`src/logic/gxl_pkg.sv`:
```
package gxl_pkg;
    localparam int NUM_PINS = 4;

    // Register offsets
    localparam logic [7:0] ADDR_PIN_LEVEL = 8'h00;
    localparam logic [7:0] ADDR_PIN_DIRECTION = 8'h01;
    localparam logic [7:0] ADDR_IRQ_PIN_GATE = 8'h05;
    localparam logic [7:0] ADDR_EDGE_SELECT_LOWER = 8'h07;
    localparam logic [7:0] ADDR_IRQ_CAUSE_FLAGS = 8'h08;
    localparam logic [7:0] ADDR_EDGE_EVENT_FLAGS = 8'h09;
    localparam logic [7:0] ADDR_LOGIC_MODE_SELECT = 8'h10;
    localparam logic [7:0] ADDR_TWO_INPUT_TABLE = 8'h11;
    localparam logic [7:0] ADDR_UNUSED_TABLE_A = 8'h12;
    localparam logic [7:0] ADDR_THREE_INPUT_TABLE = 8'h13;
    localparam logic [7:0] ADDR_UNUSED_TABLE_B = 8'h14;
    localparam logic [7:0] ADDR_UNUSED_TABLE_C = 8'h15;
    localparam logic [7:0] ADDR_ADVANCED_SETTINGS = 8'hab;

    // Reset values
    localparam logic [7:0] RST_PIN_LEVEL = 8'hff;
    localparam logic [7:0] RST_PIN_DIRECTION = 8'hff;
    localparam logic [7:0] RST_IRQ_PIN_GATE = 8'hff;
    localparam logic [7:0] RST_EDGE_SELECT_LOWER = 8'h00;
    localparam logic [7:0] RST_FLAGS = 8'h00;
    localparam logic [7:0] RST_LOGIC_MODE_SELECT = 8'h00;
    localparam logic [7:0] RST_TRUTH_TABLE = 8'h00;
    localparam logic [7:0] RST_ADVANCED_SETTINGS = 8'h00;

    // Field positions
    localparam int LOGIC_MODE_MSB = 1;
    localparam int LOGIC_MODE_LSB = 0;
    localparam int BOOST_BIT = 1;
    localparam int TWO_INPUT_PIN = 2;
    localparam int THREE_INPUT_PIN = 3;

    // Logic mode field encodings
    localparam logic [1:0] MODE_PLAIN = 2'h0;
    localparam logic [1:0] MODE_DECODE2 = 2'h1;
    localparam logic [1:0] MODE_DECODE3 = 2'h2;

    // Edge select encodings
    localparam logic [1:0] EDGE_NONE = 2'h0;
    localparam logic [1:0] EDGE_RISE = 2'h1;
    localparam logic [1:0] EDGE_FALL = 2'h2;
    localparam logic [1:0] EDGE_BOTH = 2'h3;

    // Serial slave framing
    localparam logic [3:0] BITS_PER_BYTE = 4'h8;

    typedef struct packed {
        logic wr;
        logic rd;
        logic [7:0] addr;
        logic [7:0] data;
    } gxl_req_type;
endpackage : gxl_pkg

```
`src/logic/gxl_serial_slave.sv`:
```
`timescale 1ns/1ps
module gxl_serial_slave import gxl_pkg::*; #(
    parameter logic [6:0] DEV_ADDR = 7'h20 // Arbitrary slave address
) (
    input wire logic clk_i, // System clock
    input wire logic reset_i, // Sync reset, active high
    input wire logic scl_i, // Serial clock pin
    input wire logic sda_i, // Serial data pin level
    output logic sda_o, // Serial data drive value
    output logic sda_oe_o, // Serial data drive enable
    output gxl_req_type req_o, // Register access request
    input wire logic [7:0] rdata_i // Read data at req_o.addr
);
    typedef enum logic [2:0] {
        S_IDLE, S_ADDR, S_ADDR_ACK, S_RX, S_RX_ACK, S_TX, S_TX_ACK
    } gxl_state_type;

    gxl_state_type state_r;
    logic [1:0] scl_sync_r;
    logic [1:0] sda_sync_r;
    logic scl_prev_r;
    logic sda_prev_r;
    logic [7:0] shift_r;
    logic [3:0] bit_cnt_r;
    logic read_mode_r;
    logic have_ptr_r;
    logic nack_r;
    logic [7:0] ptr_r;
    logic scl_rise;
    logic scl_fall;
    logic start_seen;
    logic stop_seen;

    // Pins pass two flops; edge logic reads only the second stage
    always_ff @(posedge clk_i) begin
        if (reset_i) begin
            scl_sync_r <= 2'h3;
            sda_sync_r <= 2'h3;
            scl_prev_r <= 1'b1;
            sda_prev_r <= 1'b1;
        end else begin
            scl_sync_r <= {scl_sync_r[0], scl_i};
            sda_sync_r <= {sda_sync_r[0], sda_i};
            scl_prev_r <= scl_sync_r[1];
            sda_prev_r <= sda_sync_r[1];
        end
    end

    assign scl_rise = scl_sync_r[1] & ~scl_prev_r;
    assign scl_fall = ~scl_sync_r[1] & scl_prev_r;
    assign start_seen = scl_sync_r[1] & scl_prev_r & sda_prev_r & ~sda_sync_r[1];
    assign stop_seen = scl_sync_r[1] & scl_prev_r & ~sda_prev_r & sda_sync_r[1];
    assign sda_o = 1'b0;

    always_ff @(posedge clk_i) begin
        if (reset_i) begin
            state_r <= S_IDLE;
            shift_r <= 8'h00;
            bit_cnt_r <= 4'h0;
            read_mode_r <= 1'b0;
            have_ptr_r <= 1'b0;
            nack_r <= 1'b0;
            ptr_r <= 8'h00;
            sda_oe_o <= 1'b0;
            req_o <= '0;
        end else begin
            req_o.wr <= 1'b0;
            req_o.rd <= 1'b0;
            if (start_seen) begin
                state_r <= S_ADDR;
                bit_cnt_r <= 4'h0;
                have_ptr_r <= 1'b0;
                sda_oe_o <= 1'b0;
            end else if (stop_seen) begin
                state_r <= S_IDLE;
                sda_oe_o <= 1'b0;
            end else begin
                case (state_r)
                    S_IDLE: begin
                        sda_oe_o <= 1'b0;
                    end
                    S_ADDR, S_RX: begin
                        if (scl_rise) begin
                            shift_r <= {shift_r[6:0], sda_sync_r[1]};
                            bit_cnt_r <= bit_cnt_r + 4'h1;
                        end else if (scl_fall && bit_cnt_r == BITS_PER_BYTE) begin
                            bit_cnt_r <= 4'h0;
                            if (state_r == S_ADDR) begin
                                if (shift_r[7:1] == DEV_ADDR) begin
                                    read_mode_r <= shift_r[0];
                                    sda_oe_o <= 1'b1;
                                    state_r <= S_ADDR_ACK;
                                end else begin
                                    state_r <= S_IDLE;
                                end
                            end else begin
                                // First byte after address is the pointer [RULE_16]
                                if (!have_ptr_r) begin
                                    ptr_r <= shift_r;
                                    // Read mux is addressed by req_o.addr
                                    req_o.addr <= shift_r;
                                    have_ptr_r <= 1'b1;
                                end else begin
                                    req_o.wr <= 1'b1;
                                    req_o.addr <= ptr_r;
                                    req_o.data <= shift_r;
                                    ptr_r <= ptr_r + 8'h01;
                                end
                                sda_oe_o <= 1'b1;
                                state_r <= S_RX_ACK;
                            end
                        end
                    end
                    S_ADDR_ACK, S_RX_ACK: begin
                        if (scl_fall) begin
                            if (state_r == S_ADDR_ACK && read_mode_r) begin
                                // Load first read byte while SCL is low [RULE_16]
                                shift_r <= {rdata_i[6:0], 1'b0};
                                sda_oe_o <= ~rdata_i[7];
                                req_o.rd <= 1'b1;
                                req_o.addr <= ptr_r + 8'h01;
                                ptr_r <= ptr_r + 8'h01;
                                bit_cnt_r <= 4'h1;
                                state_r <= S_TX;
                            end else begin
                                sda_oe_o <= 1'b0;
                                state_r <= S_RX;
                            end
                        end
                    end
                    S_TX: begin
                        if (scl_fall) begin
                            if (bit_cnt_r == BITS_PER_BYTE) begin
                                sda_oe_o <= 1'b0;
                                state_r <= S_TX_ACK;
                            end else begin
                                sda_oe_o <= ~shift_r[7];
                                shift_r <= {shift_r[6:0], 1'b0};
                                bit_cnt_r <= bit_cnt_r + 4'h1;
                            end
                        end
                    end
                    S_TX_ACK: begin
                        if (scl_rise) begin
                            nack_r <= sda_sync_r[1];
                        end else if (scl_fall) begin
                            if (nack_r) begin
                                state_r <= S_IDLE;
                            end else begin
                                shift_r <= {rdata_i[6:0], 1'b0};
                                sda_oe_o <= ~rdata_i[7];
                                req_o.rd <= 1'b1;
                                req_o.addr <= ptr_r + 8'h01;
                                ptr_r <= ptr_r + 8'h01;
                                bit_cnt_r <= 4'h1;
                                state_r <= S_TX;
                            end
                        end
                    end
                    default: begin
                        state_r <= S_IDLE;
                    end
                endcase
            end
        end
    end

endmodule : gxl_serial_slave

```
`src/logic/gxl_expander.sv`:
```
`timescale 1ns/1ps
// Overview of operation
// RULE_01 - Selected edge on a pin sets its event flag; otherwise flag stays 0
// RULE_02 - Writing 1 to an event flag clears it and its interrupt cause flag
// RULE_03 - Changing a pin's edge select clears that pin's event flag
// RULE_04 - Logic mode 00 plain, 01 two-input decode, 10 three-input decode, 11 unused
// RULE_05 - Two-input decode drives pin 2 from first table indexed by pins 1..0
// RULE_06 - Three-input decode drives pin 3 from third table indexed by pins 2..0
// RULE_07 - Advanced settings bit 1 switches boost on, 0 switches it off
// RULE_08 - Host writes zero to reserved bits
// RULE_09 - Level register write sets levels driven on output pins
// RULE_10 - Level register read returns actual pin levels regardless of direction
// RULE_11 - Direction bit 0 output, 1 input; resets to all ones
// RULE_12 - Edge select 00 none, 01 rising, 10 falling, 11 both
// RULE_13 - Event sets interrupt cause only when pin gate bit is 0
// RULE_14 - Interrupt output low while any cause flag set, high when all clear
// RULE_15 - Decoded pin becomes an output overriding the level register
// RULE_16 - Registers reached by byte reads and writes over the serial slave port
module gxl_expander import gxl_pkg::*; #(
    parameter logic [6:0] DEV_ADDR = 7'h20 // Arbitrary slave address
) (
    input wire logic clk_i, // System clock, 20 MHz
    input wire logic reset_i, // Sync reset, active high
    input wire logic scl_i, // Serial clock pin
    input wire logic sda_i, // Serial data pin level
    output logic sda_o, // Serial data drive value
    output logic sda_oe_o, // Serial data drive enable
    input wire logic [NUM_PINS-1:0] pin_i, // Pin levels
    output logic [NUM_PINS-1:0] pin_o, // Pin drive values
    output logic [NUM_PINS-1:0] pin_oe_o, // Pin drive enables
    output logic irq_out_n_o, // Interrupt, active low
    output logic boost_en_o // Boost mode enable
);
    gxl_req_type req;
    logic [7:0] rdata;
    logic [7:0] pin_level_r;
    logic [7:0] pin_direction_r;
    logic [7:0] irq_pin_gate_r;
    logic [7:0] edge_select_lower_r;
    logic [7:0] irq_cause_flags_r;
    logic [7:0] edge_event_flags_r;
    logic [7:0] logic_mode_select_r;
    logic [7:0] two_input_truth_table_r;
    logic [7:0] three_input_truth_table_r;
    logic [7:0] advanced_settings_r;
    logic [NUM_PINS-1:0] pin_meta_r;
    logic [NUM_PINS-1:0] pin_sync_r;
    logic [NUM_PINS-1:0] pin_prev_r;
    logic [NUM_PINS-1:0] edge_hit;
    logic [NUM_PINS-1:0] sense_changed;
    logic [NUM_PINS-1:0] flag_clear;
    logic [NUM_PINS-1:0] drive_val_nxt;
    logic [NUM_PINS-1:0] drive_oe_nxt;
    logic [1:0] logic_mode_field;
    logic wr_sel;

    gxl_serial_slave #(
        .DEV_ADDR(DEV_ADDR)
    ) u_slave (
        .clk_i(clk_i),
        .reset_i(reset_i),
        .scl_i(scl_i),
        .sda_i(sda_i),
        .sda_o(sda_o),
        .sda_oe_o(sda_oe_o),
        .req_o(req),
        .rdata_i(rdata)
    );

    // Pins pass two flops; edge detector reads the second stage only
    always_ff @(posedge clk_i) begin
        if (reset_i) begin
            pin_meta_r <= '1;
            pin_sync_r <= '1;
            pin_prev_r <= '1;
        end else begin
            pin_meta_r <= pin_i;
            pin_sync_r <= pin_meta_r;
            pin_prev_r <= pin_sync_r;
        end
    end

    assign logic_mode_field = logic_mode_select_r[LOGIC_MODE_MSB:LOGIC_MODE_LSB];

    // Per-pin edge qualification and flag clear terms
    genvar g;
    generate
        for (g = 0; g < NUM_PINS; g++) begin : g_pin
            logic [1:0] sel;
            logic rise;
            logic fall;
            assign sel = edge_select_lower_r[2*g+1:2*g];
            assign rise = pin_sync_r[g] & ~pin_prev_r[g];
            assign fall = ~pin_sync_r[g] & pin_prev_r[g];
            always_comb begin
                case (sel) // [RULE_12]
                    EDGE_RISE: edge_hit[g] = rise;
                    EDGE_FALL: edge_hit[g] = fall;
                    EDGE_BOTH: edge_hit[g] = rise | fall;
                    default: edge_hit[g] = 1'b0;
                endcase
            end
            // Sense change seen on the write itself [RULE_03]
            assign sense_changed[g] = wr_sel && req.data[2*g+1:2*g] != sel;
            assign flag_clear[g] = sense_changed[g] |
                (req.wr && req.addr == ADDR_EDGE_EVENT_FLAGS && req.data[g]) |
                (req.wr && req.addr == ADDR_IRQ_CAUSE_FLAGS && req.data[g]);
        end
    endgenerate

    assign wr_sel = req.wr && req.addr == ADDR_EDGE_SELECT_LOWER;

    // Plain read/write registers [RULE_16]
    always_ff @(posedge clk_i) begin
        if (reset_i) begin
            pin_level_r <= RST_PIN_LEVEL;
            pin_direction_r <= RST_PIN_DIRECTION; // [RULE_11]
            irq_pin_gate_r <= RST_IRQ_PIN_GATE;
            edge_select_lower_r <= RST_EDGE_SELECT_LOWER;
            logic_mode_select_r <= RST_LOGIC_MODE_SELECT;
            two_input_truth_table_r <= RST_TRUTH_TABLE;
            three_input_truth_table_r <= RST_TRUTH_TABLE;
            advanced_settings_r <= RST_ADVANCED_SETTINGS;
        end else if (req.wr) begin
            case (req.addr)
                ADDR_PIN_LEVEL: pin_level_r <= req.data; // [RULE_09]
                ADDR_PIN_DIRECTION: pin_direction_r <= req.data; // [RULE_11]
                ADDR_IRQ_PIN_GATE: irq_pin_gate_r <= req.data;
                ADDR_EDGE_SELECT_LOWER: edge_select_lower_r <= req.data;
                ADDR_LOGIC_MODE_SELECT: logic_mode_select_r <= req.data; // [RULE_04]
                ADDR_TWO_INPUT_TABLE: two_input_truth_table_r <= req.data;
                ADDR_THREE_INPUT_TABLE: three_input_truth_table_r <= req.data;
                ADDR_ADVANCED_SETTINGS: advanced_settings_r <= req.data; // [RULE_07]
                default: begin
                end
            endcase
        end
    end

    // Event flags: a new edge wins over a same-cycle clear
    always_ff @(posedge clk_i) begin
        if (reset_i) begin
            edge_event_flags_r <= RST_FLAGS;
        end else begin
            edge_event_flags_r[NUM_PINS-1:0] <=
                (edge_event_flags_r[NUM_PINS-1:0] & ~flag_clear) | edge_hit; // [RULE_01] [RULE_02] [RULE_03]
        end
    end

    // Cause flags gated per pin; also cleared with the event flag
    always_ff @(posedge clk_i) begin
        if (reset_i) begin
            irq_cause_flags_r <= RST_FLAGS;
        end else begin
            irq_cause_flags_r[NUM_PINS-1:0] <= (irq_cause_flags_r[NUM_PINS-1:0] & ~flag_clear) |
                (edge_hit & ~irq_pin_gate_r[NUM_PINS-1:0]); // [RULE_13] [RULE_02]
        end
    end

    always_ff @(posedge clk_i) begin
        if (reset_i) begin
            irq_out_n_o <= 1'b1;
        end else begin
            irq_out_n_o <= ~(|irq_cause_flags_r[NUM_PINS-1:0]); // [RULE_14]
        end
    end

    assign boost_en_o = advanced_settings_r[BOOST_BIT]; // [RULE_07]

    // Pin drive; decode uses synchronised levels, so output lags inputs by 3 clocks
    always_comb begin
        drive_val_nxt = pin_level_r[NUM_PINS-1:0]; // [RULE_09]
        drive_oe_nxt = ~pin_direction_r[NUM_PINS-1:0]; // [RULE_11]
        case (logic_mode_field) // [RULE_04]
            MODE_DECODE2: begin
                drive_val_nxt[TWO_INPUT_PIN] = two_input_truth_table_r[pin_sync_r[1:0]]; // [RULE_05]
                drive_oe_nxt[TWO_INPUT_PIN] = 1'b1; // [RULE_15]
            end
            MODE_DECODE3: begin
                drive_val_nxt[THREE_INPUT_PIN] = three_input_truth_table_r[pin_sync_r[2:0]]; // [RULE_06]
                drive_oe_nxt[THREE_INPUT_PIN] = 1'b1; // [RULE_15]
            end
            default: begin
            end
        endcase
    end

    always_ff @(posedge clk_i) begin
        if (reset_i) begin
            pin_o <= RST_PIN_LEVEL[NUM_PINS-1:0];
            pin_oe_o <= '0;
        end else begin
            pin_o <= drive_val_nxt;
            pin_oe_o <= drive_oe_nxt;
        end
    end

    // Read mux; reserved and unmapped offsets read zero
    always_comb begin
        case (req.addr)
            ADDR_PIN_LEVEL: rdata = {pin_level_r[7:NUM_PINS], pin_sync_r}; // [RULE_10]
            ADDR_PIN_DIRECTION: rdata = pin_direction_r;
            ADDR_IRQ_PIN_GATE: rdata = irq_pin_gate_r;
            ADDR_EDGE_SELECT_LOWER: rdata = edge_select_lower_r;
            ADDR_IRQ_CAUSE_FLAGS: rdata = irq_cause_flags_r;
            ADDR_EDGE_EVENT_FLAGS: rdata = edge_event_flags_r;
            ADDR_LOGIC_MODE_SELECT: rdata = logic_mode_select_r;
            ADDR_TWO_INPUT_TABLE: rdata = two_input_truth_table_r;
            ADDR_THREE_INPUT_TABLE: rdata = three_input_truth_table_r;
            ADDR_ADVANCED_SETTINGS: rdata = advanced_settings_r;
            default: rdata = 8'h00;
        endcase
    end
endmodule : gxl_expander

```
`config.mk`:
```
export PLATFORM = sky130hd
export DESIGN_NAME = gxl_expander
export DESIGN_NICKNAME = d
export VERILOG_FILES = /design/src/logic/gxl_pkg.sv /design/src/logic/gxl_serial_slave.sv /design/src/logic/gxl_expander.sv
export SDC_FILE = /design/constraint.sdc
export NUM_CORES = 1
export LEC_CHECK = 0
export ABC_CLOCK_PERIOD_IN_PS = 3150
export BUFFER_PORTS_ARGS = -buffer_cell sky130_fd_sc_hd__buf_2
export CELL_PAD_IN_SITES_DETAIL_PLACEMENT = 1
export CELL_PAD_IN_SITES_GLOBAL_PLACEMENT = 2
export CORE_MARGIN = 3
export CORE_UTILIZATION = 32
export DETAILED_ROUTE_END_ITERATION = 7
export PLACE_DENSITY_LB_ADDON = 0.1
export SETUP_SLACK_MARGIN = 0.3
export SYNTH_ARGS = -nofsm -noshare
export SYNTH_HDL_FRONTEND = slang
export SYNTH_SLANG_ARGS = --single-unit
```
`constraint.sdc`:
```
create_clock -name clk_i -period 3.15 [get_ports clk_i]
set_input_delay 0.1575 -clock clk_i [delete_from_list [all_inputs] [get_ports clk_i]]
set_output_delay 0.1575 -clock clk_i [all_outputs]
set_load 0.01 [all_outputs]
```
# After elaboration in Yosys (flattened, before gate mapping)
# Index checks and enable logic that the tools add are counted.
# W data, S select, Z words.
[classes]
bitwise_logic = 57
order_cmp = 2
eq_ne = 57
add_sub_neg = 2
mux = 80
n_reduce_logical = 46
[op_table]
columns = ["cell", "n"]
rows = [
  ["$mux W8", 24],
  ["$pmux W8 S10", 1],
  ["$mux W16", 3],
  ["$pmux W8 S3", 2],
  ["$mux W4", 9],
  ["$pmux W8 S4", 1],
  ["$mux W3", 10],
  ["$eq A8 B5 Y1 const B", 3],
  ["$not A1 Y1", 22],
  ["$reduce_and A11 Y1", 2],
  ["$mux W1", 20],
  ["$ne A4 B1 Y1 const B", 5],
  ["$eq A2 B2 Y1 const B", 9],
  ["$logic_and A1 B1 Y1", 17],
  ["$eq A8 B3 Y1 const B", 2],
  ["$eq A8 B4 Y1 const B", 2],
  ["$pmux W4 S4", 1],
  ["$reduce_and A2 Y1", 8],
  ["$reduce_and A8 Y1", 2],
  ["$and A1 B1 Y1", 15],
  ["$pmux W3 S5", 1],
  ["$ne A2 B1 Y1 const B", 7],
  ["$reduce_and A7 Y1", 2],
  ["$and A4 B4 Y4", 3],
  ["38 further kinds", 73],
]
[word_totals]
ff_bits = 143
output_inout_bits = 12
wordCells = 276

# Depth between registers and ports, before layout
[logic_depth]
ltp_word = 8
ltp_mapped = 8
depth_no_buf = 7

# Cells and area by module
# Synthesis repeated with hierarchy kept, for this count alone.
[unflattened]
cells_unflattened = 807
hier_area_um2 = 7223.2
[by_module_without_submodules]
columns = ["mod", "n_inst", "cells_each", "area_per_inst_um2"]
rows = [
  ["gxl_expander", 1, 457, 4346.7],
  ["gxl_serial_slave", 1, 350, 2876.5],
]

# Least setup slack after synthesis
# No wires, ideal clock.
[synth_path]
path_type = "reg2reg"
from = "reg u_slave.req_o[12] (netlist name)"
to = "reg u_slave.shift_r[1]"
period_less_slack_ps = 1868
setup_time_ps = 88
arrival_time_ps = 1780
path_slack_ps = 1282
path_buffers = 1
stages_incl_launch_ff = 6
path_cell_list = "dfxtp_1 -> buf_6 -> or4_4 -> or4_1 -> a41o_1 -> a311oi_2"
[synth_between]
elab_chain_len = 6
word_cells_on_any_way = 17
cone_classes = "eq/ne (9); mux (7); reduce/logical (1)"
[synth_lines]
columns = ["item", "line", "source"]
rows = [
  ["start: declaration", "gxl_serial_slave.sv:11", "output gxl_req_type req_o,"],
  ["$eq A8 B8 Y1, or another cell as far along", "gxl_expander.sv:200", "case (req.addr)"],
  ["$pmux W8 S10 *", "gxl_expander.sv:200", ""],
  ["$mux W8", "gxl_serial_slave.sv:147", "if (nack_r) begin"],
  ["$mux W8", "gxl_serial_slave.sv:146", "end else if (scl_fall) begin"],
  ["$mux W8", "gxl_serial_slave.sv:144", "if (scl_rise) begin"],
  ["$pmux W8 S4 *", "gxl_serial_slave.sv:78", "case (state_r)"],
  ["end signal: assignment", "gxl_serial_slave.sv:84", "shift_r <= {shift_r[6:0], sda_sync_r[1]};"],
  ["end signal: assignment", "gxl_serial_slave.sv:138", "shift_r <= {shift_r[6:0], 1'b0};"],
  ["end signal: assignment", "gxl_serial_slave.sv:150", "shift_r <= {rdata_i[6:0], 1'b0};"],
  ["end: declaration", "gxl_serial_slave.sv:23", "logic [7:0] shift_r;"],
]
# Every way passes the cells marked *; elsewhere a longest branch is shown, timed or not. The select of a mux whose other input is x is not followed.
# A chain may end at the register's enable or synchronous reset.

# Worst setup path in the final report
[layout_path]
from = "reg u_slave.req_o[9] (netlist name)"
to = "reg u_slave.shift_r[3]"
# Same word-level chain as after synthesis.

==> run_results.csv <==
group,metric,value,unit
final_layout,final_layout_size_suffix_gt1_frac,0.120,
global_routing,overflow,0,
cts,postCtsResizedCells,0,
cts,cts_buffers,17,
pwr,max-vdd-ir-drop,0.297,mV
floorplanning,io_pins,20,
global_routing,grt_pass1_wl,38600,microns
pwr,p_total,0.00403,W
global_routing,grt_util_all_layers,0.207,
synth,seq_area_frac_synth,0.400,
drt,viasPerCell,5.57,
setup_path,crit_path_max_incr_delay,0.78,ns
timing,finalSetupTns,0,ns
min_path,min_to,"irq_cause_flags_r[3]",
setup_path,critical_path.startpoint_type,"flip-flop",
setup_path,required,3.49,ns
min_path,min_path_type,"input port to flip-flop",
pwr,leakage,3.06,nW
timing,finClkSkew,0.0155,ns
synth,synth_edf_count,0,
timing,finalMaxSlewViolations,0,
setup_path,reg2reg_depth,5,
setup_path,reg2reg_from,"u_slave.req_o[9]",
timing,worstMarginPinSlew,0.850,ns
cts,cts_tree,"built",
placement,placed_cells,1103,
synth,synth_cells,848,
final_layout,fin_cells,1141,
placement,place_hpwl,17300,microns
timing,finalCritPeriodShare,0.873,
cts,cts_setup_buffers,0,
final_layout,syn2layout_area_growth,13.6,%
timing,period_needed,2.75,ns
final_layout,finalInstanceArea,8130,sq um
cts,root_buffer,"clkbuf_16",
synth,syn-num-nets,867,
setup_path,critPathKind,"flip-flop to flip-flop",
floorplanning,die_area,24200,sq um
final_layout,fillers,2639,
setup_path,crit_slowest_cell,"nor4b_1",
cts,cts.htree.levels,4,
floorplanning,start_util,0.327,
cts,clock-sinks,143,
synth,async_reset_ff_frac,0,
timing,rsz0062_at_grt,"false",
min_path,min_from,"reset_i",
timing,slew_headroom,0.426,
drt,wl,24800,microns
synth,synth_simple_gate_area_frac,0.221,
timing,finalHoldViolCount,0,
global_routing,antenna_found_initial,0,
global_routing,grt_max_degree,69,
drt,drt_first_pass_iters,5,
floorplanning,fp.dieW,155,microns
final_layout,n_antenna_cell,0,
drt,drt-initial-drc-count,285,
synth,synth_xor_area_frac,0.0147,
job,cap_violations,0,
drt,antenna_left,0,
cts,clk_pin_slew,0.07,ns
status,status,"completed",
synth,avgSynthCellArea,8.43,sq um
synth,syn-cell-area,7150,sq um
setup_path,cp_cell_sequence,"nand2_1, nor4b_1, a32oi_1, a31o_2, a311oi_1",
timing,fmax,0.364,GHz
synth,synth-main-ff-cell,"dfxtp_1",
synth,synth.area.mux_share,0.105,
min_path,hold_depth,2,
floorplanning,fp-row-count,54,
synth,synthAdderAreaFrac,0.0192,
timing,hold_ws,0.276,ns
setup_path,worst_setup_path_end_kind,"flip-flop",
cts,clock_path_buffers,2,
pwr,p_per_area,495,nW/um^2
floorplanning,fp.dieH,155,microns
setup_path,r2r-end,"u_slave.shift_r[3]",
cts,cts_hold_buffers,6,
placement,place_area,7470,sq um
synth,yosys_warnings,0,
drt,drcViolationCount,0,
drt,routedWlPerCell,21.7,microns
timing,setup_viol,0,
drt,vias,6353,
synth,synth_compound_area_frac,0.190,
setup_path,path_max_fanout,17,
cts,clkLatencyLatePin,0.44,ns
synth,synth_top_family_by_area,"simple AND/OR/NAND/NOR gates",
setup_path,arrival,3.09,ns
placement,port_buffers,18,
setup_path,r2r_slack,0.40,ns
floorplanning,coreArea,21900,sq um
global_routing,grt_pass1_vias,6479,
final_layout,nNetsFinal,867,
synth,ys_seq_elements,143,
placement,gp_congestion,0.816,
synth,synth.distinct_cells,75,
[worst max-delay path by stage]
stage	depth (start not counted)	slack, ns	startpoint	to
finish	5	0.40	u_slave.req_o[9]	u_slave.shift_r[3]
global route	5	0.31	u_slave.req_o[9]	u_slave.shift_r[3]
CTS	5	0.53	u_slave.req_o[9]	u_slave.shift_r[3]
detailed placement	5	0.55	u_slave.req_o[9]	u_slave.shift_r[3]
global placement	5	0.53	u_slave.req_o[9]	u_slave.shift_r[3]
floorplan	5	1.28	u_slave.req_o[12]	u_slave.shift_r[1]
[layout make-up]
| type | instances | area [sq um] | share of cell area |
|---|---|---|---|
| clock buffer | 18 | 429 | 0.0528 |
| clock inverter | 14 | 170 | 0.0209 |
| inverter | 22 | 82.6 | 0.0102 |
| multi-input combinational | 621 | 3940 | 0.484 |
| sequential | 143 | 2860 | 0.352 |
| tap | 280 | 350 | 0.0431 |
| timing repair buffer | 43 | 295 | 0.0363 |
[placed cells by master, fill, tap and decap left out, types with 6 or more instances in the layout]
cell type / netlist / final
a211oi_1: 9 / 9
a21oi_1: 81 / 81
a22oi_1: 8 / 8
a32oi_1: 6 / 6
and3_1: 6 / 6
buf_2: 14 / 17
buf_4: 3 / 20
clkbuf_16: 0 / 17
dfxtp_1: 143 / 143
dlygate4sd3_1: 0 / 6
ha_1: 11 / 11
inv_1: 22 / 22
mux2i_1: 67 / 67
nand2_1: 131 / 131
nand2b_1: 10 / 10
nand3_1: 24 / 24
nor2_1: 57 / 57
nor2b_1: 14 / 14
nor3_1: 18 / 18
o21ai_0: 24 / 24
o22ai_1: 12 / 12
or2_2: 17 / 17
or3_1: 10 / 10
xnor2_1: 9 / 9
[Yosys cell counts, drive strengths merged (3+ instances only)]
| cell | instances | area share |
|---|---|---|
| a22oi | 8 | 0.0084 |
| nand3 | 24 | 0.017 |
| nor2b | 14 | 0.012 |
| and3 | 6 | 0.0052 |
| o31ai | 5 | 0.0052 |
| o32ai | 4 | 0.0049 |
| a221oi | 3 | 0.0037 |
| xor2 | 3 | 0.0037 |
| a31oi | 4 | 0.0035 |
| o21ai | 24 | 0.017 |
| mux2i | 67 | 0.094 |
| a211oi | 10 | 0.011 |
| a21oi | 81 | 0.057 |
| clkbuf | 43 | 0.023 |
| nand2b | 10 | 0.0087 |
| o211ai | 3 | 0.0031 |
| and2 | 4 | 0.0035 |
| xnor2 | 9 | 0.011 |
| nor3 | 20 | 0.015 |
| o2111ai | 5 | 0.0061 |
| mux4 | 3 | 0.011 |
| inv | 22 | 0.012 |
| or3b | 3 | 0.0037 |
| nand4 | 5 | 0.0044 |
| a311oi | 5 | 0.0079 |
| or4 | 4 | 0.0047 |
| or3 | 10 | 0.0087 |
| nand2 | 131 | 0.069 |
| nor2 | 57 | 0.030 |
| dfxtp | 143 | 0.40 |
| buf | 19 | 0.015 |
| ha | 11 | 0.019 |
| nor4 | 5 | 0.0086 |
| o22ai | 12 | 0.010 |
| o221a | 3 | 0.0047 |
| a222oi | 3 | 0.0042 |
| a211o | 3 | 0.0037 |
| or2 | 17 | 0.015 |
| a32oi | 6 | 0.0073 |
[flip-flops by register name (all words and copies together) (netlist names), 8 cells and up]
signal	flops
u_slave.req_o	17
advanced_settings_r	8
edge_select_lower_r	8
irq_pin_gate_r	8
logic_mode_select_r	8
pin_direction_r	8
pin_level_r	8
three_input_truth_table_r	8
two_input_truth_table_r	8
u_slave.ptr_r	8
u_slave.shift_r	8
[where the power goes]
part,switching [W],internal (W)
Clock,0.000908,0.00120
Combinational,0.0000617,0.0000320
Sequential,0.00000960,0.00182
[metrics by stage]
| stage | setup slack [ns] | utilization |
|---|---|---|
| 2_1_floorplan | 1.28 | - |
| 3_3_place_gp | 0.530 | 0.341 |
| 3_5_place_dp | 0.551 | 0.341 |
| 4_1_cts | 0.534 | 0.371 |
| 5_1_grt | 0.313 | 0.371 |
| 6_report | 0.400 | 0.371 |
[critical path: cells and delay by family (launching register included)]
kind            cells  cell delay [ns]
compound gates      3             0.81
flops               1             0.77
simple gates        2             1.09
[cells by family after synthesis]
family,count (synthesis)
and+or+nand+nor,322
buffers and inverters,84
muxes,70
DFF,143
xor gates and xnor gates,12
AOI/OAI and AO/OA,205
adders and majority gates,11
other,1
[routing by layer]
layer | wire, microns | part of all wire | up-vias | global-route usage
met2 | 12300 | 0.50 | 129 | 0.360
met4 | 704 | 0.028 | 0 | 0.0775
met5 | 0 | 0 | - | 0
met3 | 730 | 0.029 | 36 | 0.0356
li1 | - | - | 3034 | -
met1 | 11100 | 0.45 | 3154 | 0.256
(Power assumes the default switching activity.)
